<file path="config.mk">
export PLATFORM = sky130hd
export DESIGN_NAME = dsmux_top
export DESIGN_NICKNAME = d
export VERILOG_FILES = /design/src/verilog/dsmux_pkg.sv /design/src/verilog/dsmux_pad.sv /design/src/verilog/dsmux_top.sv
export SDC_FILE = /design/constraint.sdc
export NUM_CORES = 1
export LEC_CHECK = 0
export ABC_CLOCK_PERIOD_IN_PS = 900
export BUFFER_PORTS_ARGS = -buffer_cell sky130_fd_sc_hd__buf_2
export CAP_MARGIN = 20
export CORE_ASPECT_RATIO = 1.4
export CORE_MARGIN = 1.5
export CORE_UTILIZATION = 28
export DETAILED_ROUTE_END_ITERATION = 6
export GPL_ROUTABILITY_DRIVEN = 0
export PLACE_DENSITY = 0.59
export REMOVE_ABC_BUFFERS = 1
export SYNTH_ARGS = -nofsm -noshare
export SYNTH_HDL_FRONTEND = slang
export SYNTH_HIERARCHICAL = 1
export SYNTH_SLANG_ARGS = --single-unit
</file>
<file path="constraint.sdc">
create_clock -name clk_in -period 0.9 [get_ports clk_in]
set_input_delay 0.045 -clock clk_in [delete_from_list [all_inputs] [get_ports clk_in]]
set_output_delay 0.045 -clock clk_in [all_outputs]
set_load 0.005 [all_outputs]
</file>
<file path="src/verilog/dsmux_pkg.sv">
/*
  constants for the decoder/spi pin-function mux: function codes, pin slots,
  pull-up bit positions and reset values.
  assumes nothing beyond a SystemVerilog tool.
*/
package dsmux_pkg;
  // ----------------------------------------
  // port c function codes
  // ----------------------------------------
  localparam logic [1:0] FUNC_DECODER = 2'h0;
  localparam logic [1:0] FUNC_TIMER = 2'h1;
  localparam logic [1:0] FUNC_GPIO = 2'h2;
  localparam logic [1:0] FUNC_C_RST = FUNC_DECODER;
  // port e: 0 = spi, 1 = gpio
  localparam logic FUNC_E_RST = 1'h0;

  // ----------------------------------------
  // pin slots and counts
  // ----------------------------------------
  localparam int NUM_C = 3;
  localparam int NUM_E = 3;
  localparam int NUM_PINS = NUM_C + NUM_E;
  localparam int SLOT_C5 = 0;
  localparam int SLOT_C6 = 1;
  localparam int SLOT_C7 = 2;
  localparam int SLOT_E4 = 3;
  localparam int SLOT_E5 = 4;
  localparam int SLOT_E6 = 5;

  // ----------------------------------------
  // pull-up enable register bit positions
  // ----------------------------------------
  localparam int PORT_C_FIRST_BIT = 5;
  localparam int PORT_E_FIRST_BIT = 4;
  localparam int PUR_WIDTH = 8;
  localparam logic PULLUP_RST = 1'h1;

  // ----------------------------------------
  // gpio reset values
  // ----------------------------------------
  localparam logic [NUM_PINS-1:0] GPIO_DIR_RST = 6'h00;
  localparam logic [NUM_PINS-1:0] GPIO_DATA_RST = 6'h00;
endpackage : dsmux_pkg

</file>
<file path="src/verilog/dsmux_pad.sv">
/*
  one pad slot: pull-up enable bit and registered drive value and enable.
  assumes the caller has already muxed the function onto drive_*_in.
*/
`timescale 1ns/1ps
module dsmux_pad (
  // clock and reset
  input wire logic clk_in,
  input wire logic rst_n_in,
  // pull-up write
  input wire logic pullup_wr_in,
  input wire logic pullup_data_in,
  // drive request
  input wire logic drive_out_in,
  input wire logic drive_oe_in,
  // pad side
  output logic pin_out,
  output logic pin_oe_out,
  output logic pullup_out
);
  logic next_pin_out;
  logic next_pin_oe;
  logic next_pullup;

  always_comb begin
    next_pin_out = drive_out_in;
    next_pin_oe = drive_oe_in;
    next_pullup = pullup_wr_in ? pullup_data_in : pullup_out;
  end

  always_ff @(posedge clk_in) begin
    if (!rst_n_in) begin
      pin_out <= 1'b0;
      pin_oe_out <= 1'b0;
      pullup_out <= dsmux_pkg::PULLUP_RST;
    end else begin
      pin_out <= next_pin_out;
      pin_oe_out <= next_pin_oe;
      pullup_out <= next_pullup;
    end
  end
endmodule : dsmux_pad

</file>
<file path="src/verilog/dsmux_top.sv">
/*
  pin-function mux for decoder 0 pins on port c (5..7) and spi 0 pins on
  port e (4..6): function select, gpio direction, pull-ups, spi directions.
  assumes decoder, timer and spi cores sit outside and the pad ring resolves
  pin_out/pin_oe/pullup into a wire level.
*/
`timescale 1ns/1ps
// Operation
// pc5 resets to phase b; timer1, gpio alternates
// clearing pc pull-up bit 5 disables pull-up
// pc6 resets to index; timer2, gpio alternates
// clearing pc pull-up bit 6 disables pull-up
// pc7 resets to home; timer3, gpio alternates
// clearing pc pull-up bit 7 disables pull-up
// gpio direction programmable per pin
// pe4 resets to spi serial clock
// sclk drives as master, receives as slave
// pe pull-up bits 4..6 disable spi pull-ups
// pe5, pe6 reset to mosi, miso
// mosi out as master; miso opposite
// master mosi leads sampling edge half period
// unselected slave floats miso
// slave miso leads sampling edge half period
// all pull-up enables reset to one
module dsmux_top (
  // clock and reset
  input wire logic clk_in,
  input wire logic rst_n_in,
  // function select writes
  input wire logic port_c_func_wr_in,
  input wire logic [5:0] port_c_func_data_in,
  input wire logic port_e_func_wr_in,
  input wire logic [2:0] port_e_func_data_in,
  // pull-up enable writes
  input wire logic port_c_pullup_enable_wr_in,
  input wire logic [7:0] port_c_pullup_enable_data_in,
  input wire logic port_e_pullup_enable_wr_in,
  input wire logic [7:0] port_e_pullup_enable_data_in,
  // gpio control
  input wire logic gpio_dir_wr_in,
  input wire logic [5:0] gpio_dir_data_in,
  input wire logic gpio_data_wr_in,
  input wire logic [5:0] gpio_data_data_in,
  // timer a channels 1..3
  input wire logic [2:0] timer_a_drive_in,
  input wire logic [2:0] timer_a_drive_oe_in,
  output logic [2:0] timer_a_channel_out,
  // decoder 0
  output logic decoder0_phase_b_out,
  output logic decoder0_index_out,
  output logic decoder0_home_out,
  // spi 0
  input wire logic spi0_master_in,
  input wire logic spi0_selected_in,
  input wire logic spi0_sclk_drive_in,
  input wire logic spi0_mosi_drive_in,
  input wire logic spi0_miso_drive_in,
  output logic spi0_serial_clock_out,
  output logic spi0_master_out_out,
  output logic spi0_master_in_out,
  // status
  output logic [5:0] port_c_func_out,
  output logic [2:0] port_e_func_out,
  output logic [5:0] gpio_dir_out,
  output logic [5:0] gpio_read_out,
  // pins
  input wire logic [5:0] pin_in,
  output logic [5:0] pin_out,
  output logic [5:0] pin_oe_out,
  output logic [5:0] pin_pullup_out
);
  // ----------------------------------------
  // configuration state
  // ----------------------------------------
  logic [5:0] port_c_func;
  logic [2:0] port_e_gpio;
  logic [5:0] gpio_dir;
  logic [5:0] gpio_data;
  logic [5:0] next_port_c_func;
  logic [2:0] next_port_e_gpio;
  logic [5:0] next_gpio_dir;
  logic [5:0] next_gpio_data;

  always_comb begin
    next_port_c_func = port_c_func_wr_in ? port_c_func_data_in : port_c_func;
    next_port_e_gpio = port_e_func_wr_in ? port_e_func_data_in : port_e_gpio;
    next_gpio_dir = gpio_dir_wr_in ? gpio_dir_data_in : gpio_dir;
    next_gpio_data = gpio_data_wr_in ? gpio_data_data_in : gpio_data;
  end

  always_ff @(posedge clk_in) begin
    if (!rst_n_in) begin
      port_c_func <= {3{dsmux_pkg::FUNC_C_RST}};
      port_e_gpio <= {3{dsmux_pkg::FUNC_E_RST}};
      gpio_dir <= dsmux_pkg::GPIO_DIR_RST;
      gpio_data <= dsmux_pkg::GPIO_DATA_RST;
    end else begin
      port_c_func <= next_port_c_func;
      port_e_gpio <= next_port_e_gpio;
      gpio_dir <= next_gpio_dir;
      gpio_data <= next_gpio_data;
    end
  end

  // ----------------------------------------
  // per-pin drive selection
  // ----------------------------------------
  // nets: each pin slot drives its own bit from its own generate block
  wire logic [5:0] drive_out;
  wire logic [5:0] drive_oe;
  wire logic [5:0] pullup_wr;
  wire logic [5:0] pullup_data;
  logic [2:0] spi_out;
  logic [2:0] spi_oe;

  // spi drive only; data timing stays the core's, every pin gets one flop
  always_comb begin
    spi_out = {spi0_miso_drive_in, spi0_mosi_drive_in, spi0_sclk_drive_in};
    spi_oe[0] = spi0_master_in;
    spi_oe[1] = spi0_master_in;
    spi_oe[2] = !spi0_master_in && spi0_selected_in;
  end

  genvar g;
  generate
    for (g = 0; g < dsmux_pkg::NUM_C; g++) begin : g_port_c
      logic [1:0] func;
      assign func = port_c_func[2*g +: 2];
      // decoder and code 3 leave the pad undriven
      assign drive_out[g] = (func == dsmux_pkg::FUNC_TIMER) ? timer_a_drive_in[g] :
                            (func == dsmux_pkg::FUNC_GPIO) ? gpio_data[g] : 1'b0;
      assign drive_oe[g] = (func == dsmux_pkg::FUNC_TIMER) ? timer_a_drive_oe_in[g] :
                           (func == dsmux_pkg::FUNC_GPIO) ? gpio_dir[g] : 1'b0;
      assign pullup_wr[g] = port_c_pullup_enable_wr_in;
      assign pullup_data[g] =
        port_c_pullup_enable_data_in[dsmux_pkg::PORT_C_FIRST_BIT + g];
    end
    for (g = 0; g < dsmux_pkg::NUM_E; g++) begin : g_port_e
      localparam int S = dsmux_pkg::NUM_C + g;
      assign drive_out[S] = port_e_gpio[g] ? gpio_data[S] : spi_out[g];
      assign drive_oe[S] = port_e_gpio[g] ? gpio_dir[S] : spi_oe[g];
      assign pullup_wr[S] = port_e_pullup_enable_wr_in;
      assign pullup_data[S] =
        port_e_pullup_enable_data_in[dsmux_pkg::PORT_E_FIRST_BIT + g];
    end
    for (g = 0; g < dsmux_pkg::NUM_PINS; g++) begin : g_pad
      dsmux_pad u_pad (
        .clk_in(clk_in),
        .rst_n_in(rst_n_in),
        .pullup_wr_in(pullup_wr[g]),
        .pullup_data_in(pullup_data[g]),
        .drive_out_in(drive_out[g]),
        .drive_oe_in(drive_oe[g]),
        .pin_out(pin_out[g]),
        .pin_oe_out(pin_oe_out[g]),
        .pullup_out(pin_pullup_out[g])
      );
    end
  endgenerate

  // ----------------------------------------
  // input routing, registered
  // ----------------------------------------
  // a pin not on a function feeds it the idle pulled-up level
  logic [2:0] next_dec;
  logic [2:0] next_tmr;
  logic [2:0] next_spi;
  logic [2:0] dec;

  always_comb begin
    for (int i = 0; i < dsmux_pkg::NUM_C; i++) begin
      next_dec[i] = (port_c_func[2*i +: 2] == dsmux_pkg::FUNC_DECODER) ? pin_in[i] : 1'b1;
      next_tmr[i] = (port_c_func[2*i +: 2] == dsmux_pkg::FUNC_TIMER) ? pin_in[i] : 1'b1;
      next_spi[i] = port_e_gpio[i] ? 1'b1 : pin_in[dsmux_pkg::NUM_C + i];
    end
  end

  always_ff @(posedge clk_in) begin
    if (!rst_n_in) begin
      dec <= 3'h7;
      timer_a_channel_out <= 3'h7;
      spi0_serial_clock_out <= 1'b1;
      spi0_master_out_out <= 1'b1;
      spi0_master_in_out <= 1'b1;
      gpio_read_out <= 6'h00;
    end else begin
      dec <= next_dec;
      timer_a_channel_out <= next_tmr;
      spi0_serial_clock_out <= next_spi[0];
      spi0_master_out_out <= next_spi[1];
      spi0_master_in_out <= next_spi[2];
      gpio_read_out <= pin_in;
    end
  end

  assign decoder0_phase_b_out = dec[0];
  assign decoder0_index_out = dec[1];
  assign decoder0_home_out = dec[2];
  assign port_c_func_out = port_c_func;
  assign port_e_func_out = port_e_gpio;
  assign gpio_dir_out = gpio_dir;
endmodule : dsmux_top

</file>
==> metrics.md <==
| Metric | Value |
|---|---|
| Yosys warnings | 6 |
| Syn_area_per_cell | 11.76 um^2 |
| Clk sinks | 54 |
| Total grt overflow | 0 |
| Critical Path Fanout Max | 5 |
| Post-synth top area share | 57.45% |
| Final setup fails | 18 |
| Post-DP Area | 0.002546 mm^2 |
| RSZ-0062 raised after global routing | yes |
| GRT Max-Usage Layer | met2 |
| CTS Buffer Depth | 2 |
| Met2 Use GR | 22.22% |
| GR Util met1 | 13.72% |
| WL per Instance | 11.74 um |
| Final worst setup slack | -0.06237 ns |
| Worst R2R Start | port_c_func_out[1]$_SDFFE_PN0P_ |
| Share of layout cells above drive strength 1 | 49.32% |
| Buffers and inverters on the worst path | 0 |
| Worst r2r dst | dec[0]$_SDFF_PN1_ |
| Final setup TNS | -0.5069 ns |
| Slowest CP cell | or4b_1 |
| Delay-heaviest family, CP | simple AND/OR/NAND/NOR gates |
| Worst Max-Slew Pin Slew | 0.2469 ns |
| Nets | 357 |
| Max VDD drop | 0.6641 mV |
| Initial Util | 28.84% |
| Max-slew headroom | 83.54% |
| Total die area | 0.007229 mm^2 |
| Cell taking the most area after synthesis | dfxtp_1 |
| Hold WS | -0.04631 ns |
| Port bufs | 99 |
| Met3 global-route usage | 3.614% |
| Worst setup path end | dec[0]$_SDFF_PN1_ |
| ANT cells | 0 |
| Max Cap Viol | 0 |
| Clk_lat worst skew | 0.29 ns |
| Critical Path Stages | 1 |
| Synthesized flop and latch total | 54 |
| Vias | 1,606 |
| Routed WL | 4.344 mm |
| # rows | 35 |
| Fill count | 622 |
| First-pass iteration count of the detailed router | 2 |
| Synth Instances | 160 |
| Clock period minus worst slack | 0.9624 ns |
| Critical Path AT | 1.14 ns |
| CP startpoint | port_c_func_out[1]$_SDFFE_PN0P_ |
| Pleak | 1.470 nW |
| Most frequent cells in the layout | buf_2 (93), dfxtp_1 (43), mux2i_1 (27) |
| TritonCTS clock tree | built |
| Post-route ant nets | 0 |
| Sequential fraction of the synthesis area | 57.45% |
| Initial antenna violation count | 0 |
| PD cells | 1589 mW/mm^2 |
| DIE WIDTH | 72.29 um |
| Startpoint types | flip-flop |
| Outcome | finished, violations left |
| Vias per cell | 4.341 |
| Final instance area | 0.003029 mm^2 |
| I/O Pins | 110 |
| Largest net degree at the start of global routing | 17 |
| First-pass GRT wire length | 6.817 mm |
| WP data required | 1.08 ns |
| Clock skew | 0.002485 ns |
| Critical path capture point type | flip-flop |
| Fin crit share | 106.9% |
| Hold Path Class | input port to flip-flop |
| Area delta synth->final | 60.97% |
| Most common cell after layout, fill and taps aside | buf_2 |
| Worst-case reg-to-reg path depth | 1 |
| Die Y | 100 um |
| H-tree levels | 2 |
| CP cell instances | or4b_1 |
| Synth area leaders | dfxtp_1 (57%), mux2i_1 (14%), nor2b_1 (9.0%) |
| Slew Viols, Final | 0 |
| Max incr delay on CP | 0.49 ns |
| CTS root buffer | clkbuf_8 |
| Drt drc | 0 |
| Post-synthesis cell area | 0.001882 mm^2 |
| Setup CP Type | flip-flop to flip-flop |
| Post-synth cell types | 13 |
| Area of the core | 0.006525 mm^2 |
| CTS Buf Count | 5 |
| Failing checks | hold timing, setup timing |
| R2R setup slack | -0.06 ns |
| Final hold vios | 7 |
| Fmax | 1039 MHz |
| Number of global-route vias before repair | 1,499 |
| Number of DRC markers in iteration 0 | 40 |
| Gr usage total | 12.32% |
| Clk slew on worst S/H paths | 0.09 ns |
-- how the worst min path moves through the flow --
| stage | start | end | slack (ns) | depth (start not counted) |
|---|---|---|---|---|
| after floorplan | rst_n_in | g_pad[0].u_pad/pullup_out$_SDFFE_PN1P_ | 0.11 | 1 |
| after global placement | pin_in[5] | spi0_master_in_out$_SDFF_PP1_ | 0.25 | 2 |
| after detailed placement | pin_in[5] | spi0_master_in_out$_SDFF_PP1_ | 0.25 | 2 |
| after CTS | pin_in[0] | dec[0]$_SDFF_PN1_ | -0.06 | 2 |
| after global routing | pin_in[2] | dec[2]$_SDFF_PN1_ | -0.07 | 2 |
| final | pin_in[2] | timer_a_channel_out[2]$_SDFF_PN1_ | -0.05 | 2 |
-- area by class of cell --
cell class	count	area [um^2]	area share [%]
timing repair buffer	134	885.9	29.24
multi-input combinational	100	833.3	27.51
tap	74	92.59	3.057
sequential	54	1107	36.56
clock buffer	8	110.1	3.635
-- through the flow --
step                std cells  utilization [%]  total power, mW  setup slack [ns]  hold slack [ns]
detailed placement        339            39.02            3.212          -0.08842           0.2460
global route              370            46.42            5.106          -0.08970         -0.06985
floorplan                 154                -            2.851          -0.06448           0.1069
finish                    370            46.42            4.812          -0.06237         -0.04631
CTS                       369            45.66            4.900          -0.05171         -0.05939
global placement          339            39.02            3.205          -0.06148           0.2490
-- flip-flops by register name (all words and copies together) (netlist names) --
signal and cells:
port_c_func_out 6, spi0_master_in_out 1, spi0_serial_clock_out 1, g_pad.u_pad/pin_out 6, port_e_func_out 3, dec 3
gpio_data 6, timer_a_channel_out 3, g_pad.u_pad/pullup_out 6, gpio_read_out 6, gpio_dir_out 6, spi0_master_out_out 1
g_pad.u_pad/pin_oe_out 6
-- timing repair --
item | CTS | global route
resized for setup | 32 | 14
hold endpoints to repair | 31 | 8
hold buffers | 21 | 1
pin swaps | 6 | 2
setup endpoints to repair | 24 | 26
buffers inserted | 1 | 0
-- report_power, final --
| group | internal (mW) | leakage (nW) | switching, mW |
|---|---|---|---|
| sequential | 2.52 | 0.451 | 0.0743 |
| combinational | 0.460 | 0.961 | 0.244 |
| clock | 0.778 | 0.0575 | 0.740 |
| total | 3.75 | 1.47 | 1.06 |
-- metal layers --
metal | routed length, um | vias to the layer above
li1 | - | 804
met4 | 21 | 0
met5 | 0 | -
met1 | 1754 | 740
met3 | 246 | 2
met2 | 2322 | 60
-- cell usage after synthesis --
cell type   n
a22o_1      7
nor2b_1    27
or4b_1      3
or3b_1      3
nand3b_1    3
and2_1     18
buf_2       3
clkbuf_1    3
nand2_1     6
nor2_1      1
dfxtp_1    54
mux2_2      5
mux2i_1    27
-- cells by family after synthesis --
group                  synth area share, %
AND/OR/NAND/NOR                      20.55
flip-flops                           57.45
multiplexers                         17.35
AO/OA/AOI/OAI                        3.258
buffers and inverters                1.396
Note: power is estimated with default switching activity, not from simulation.
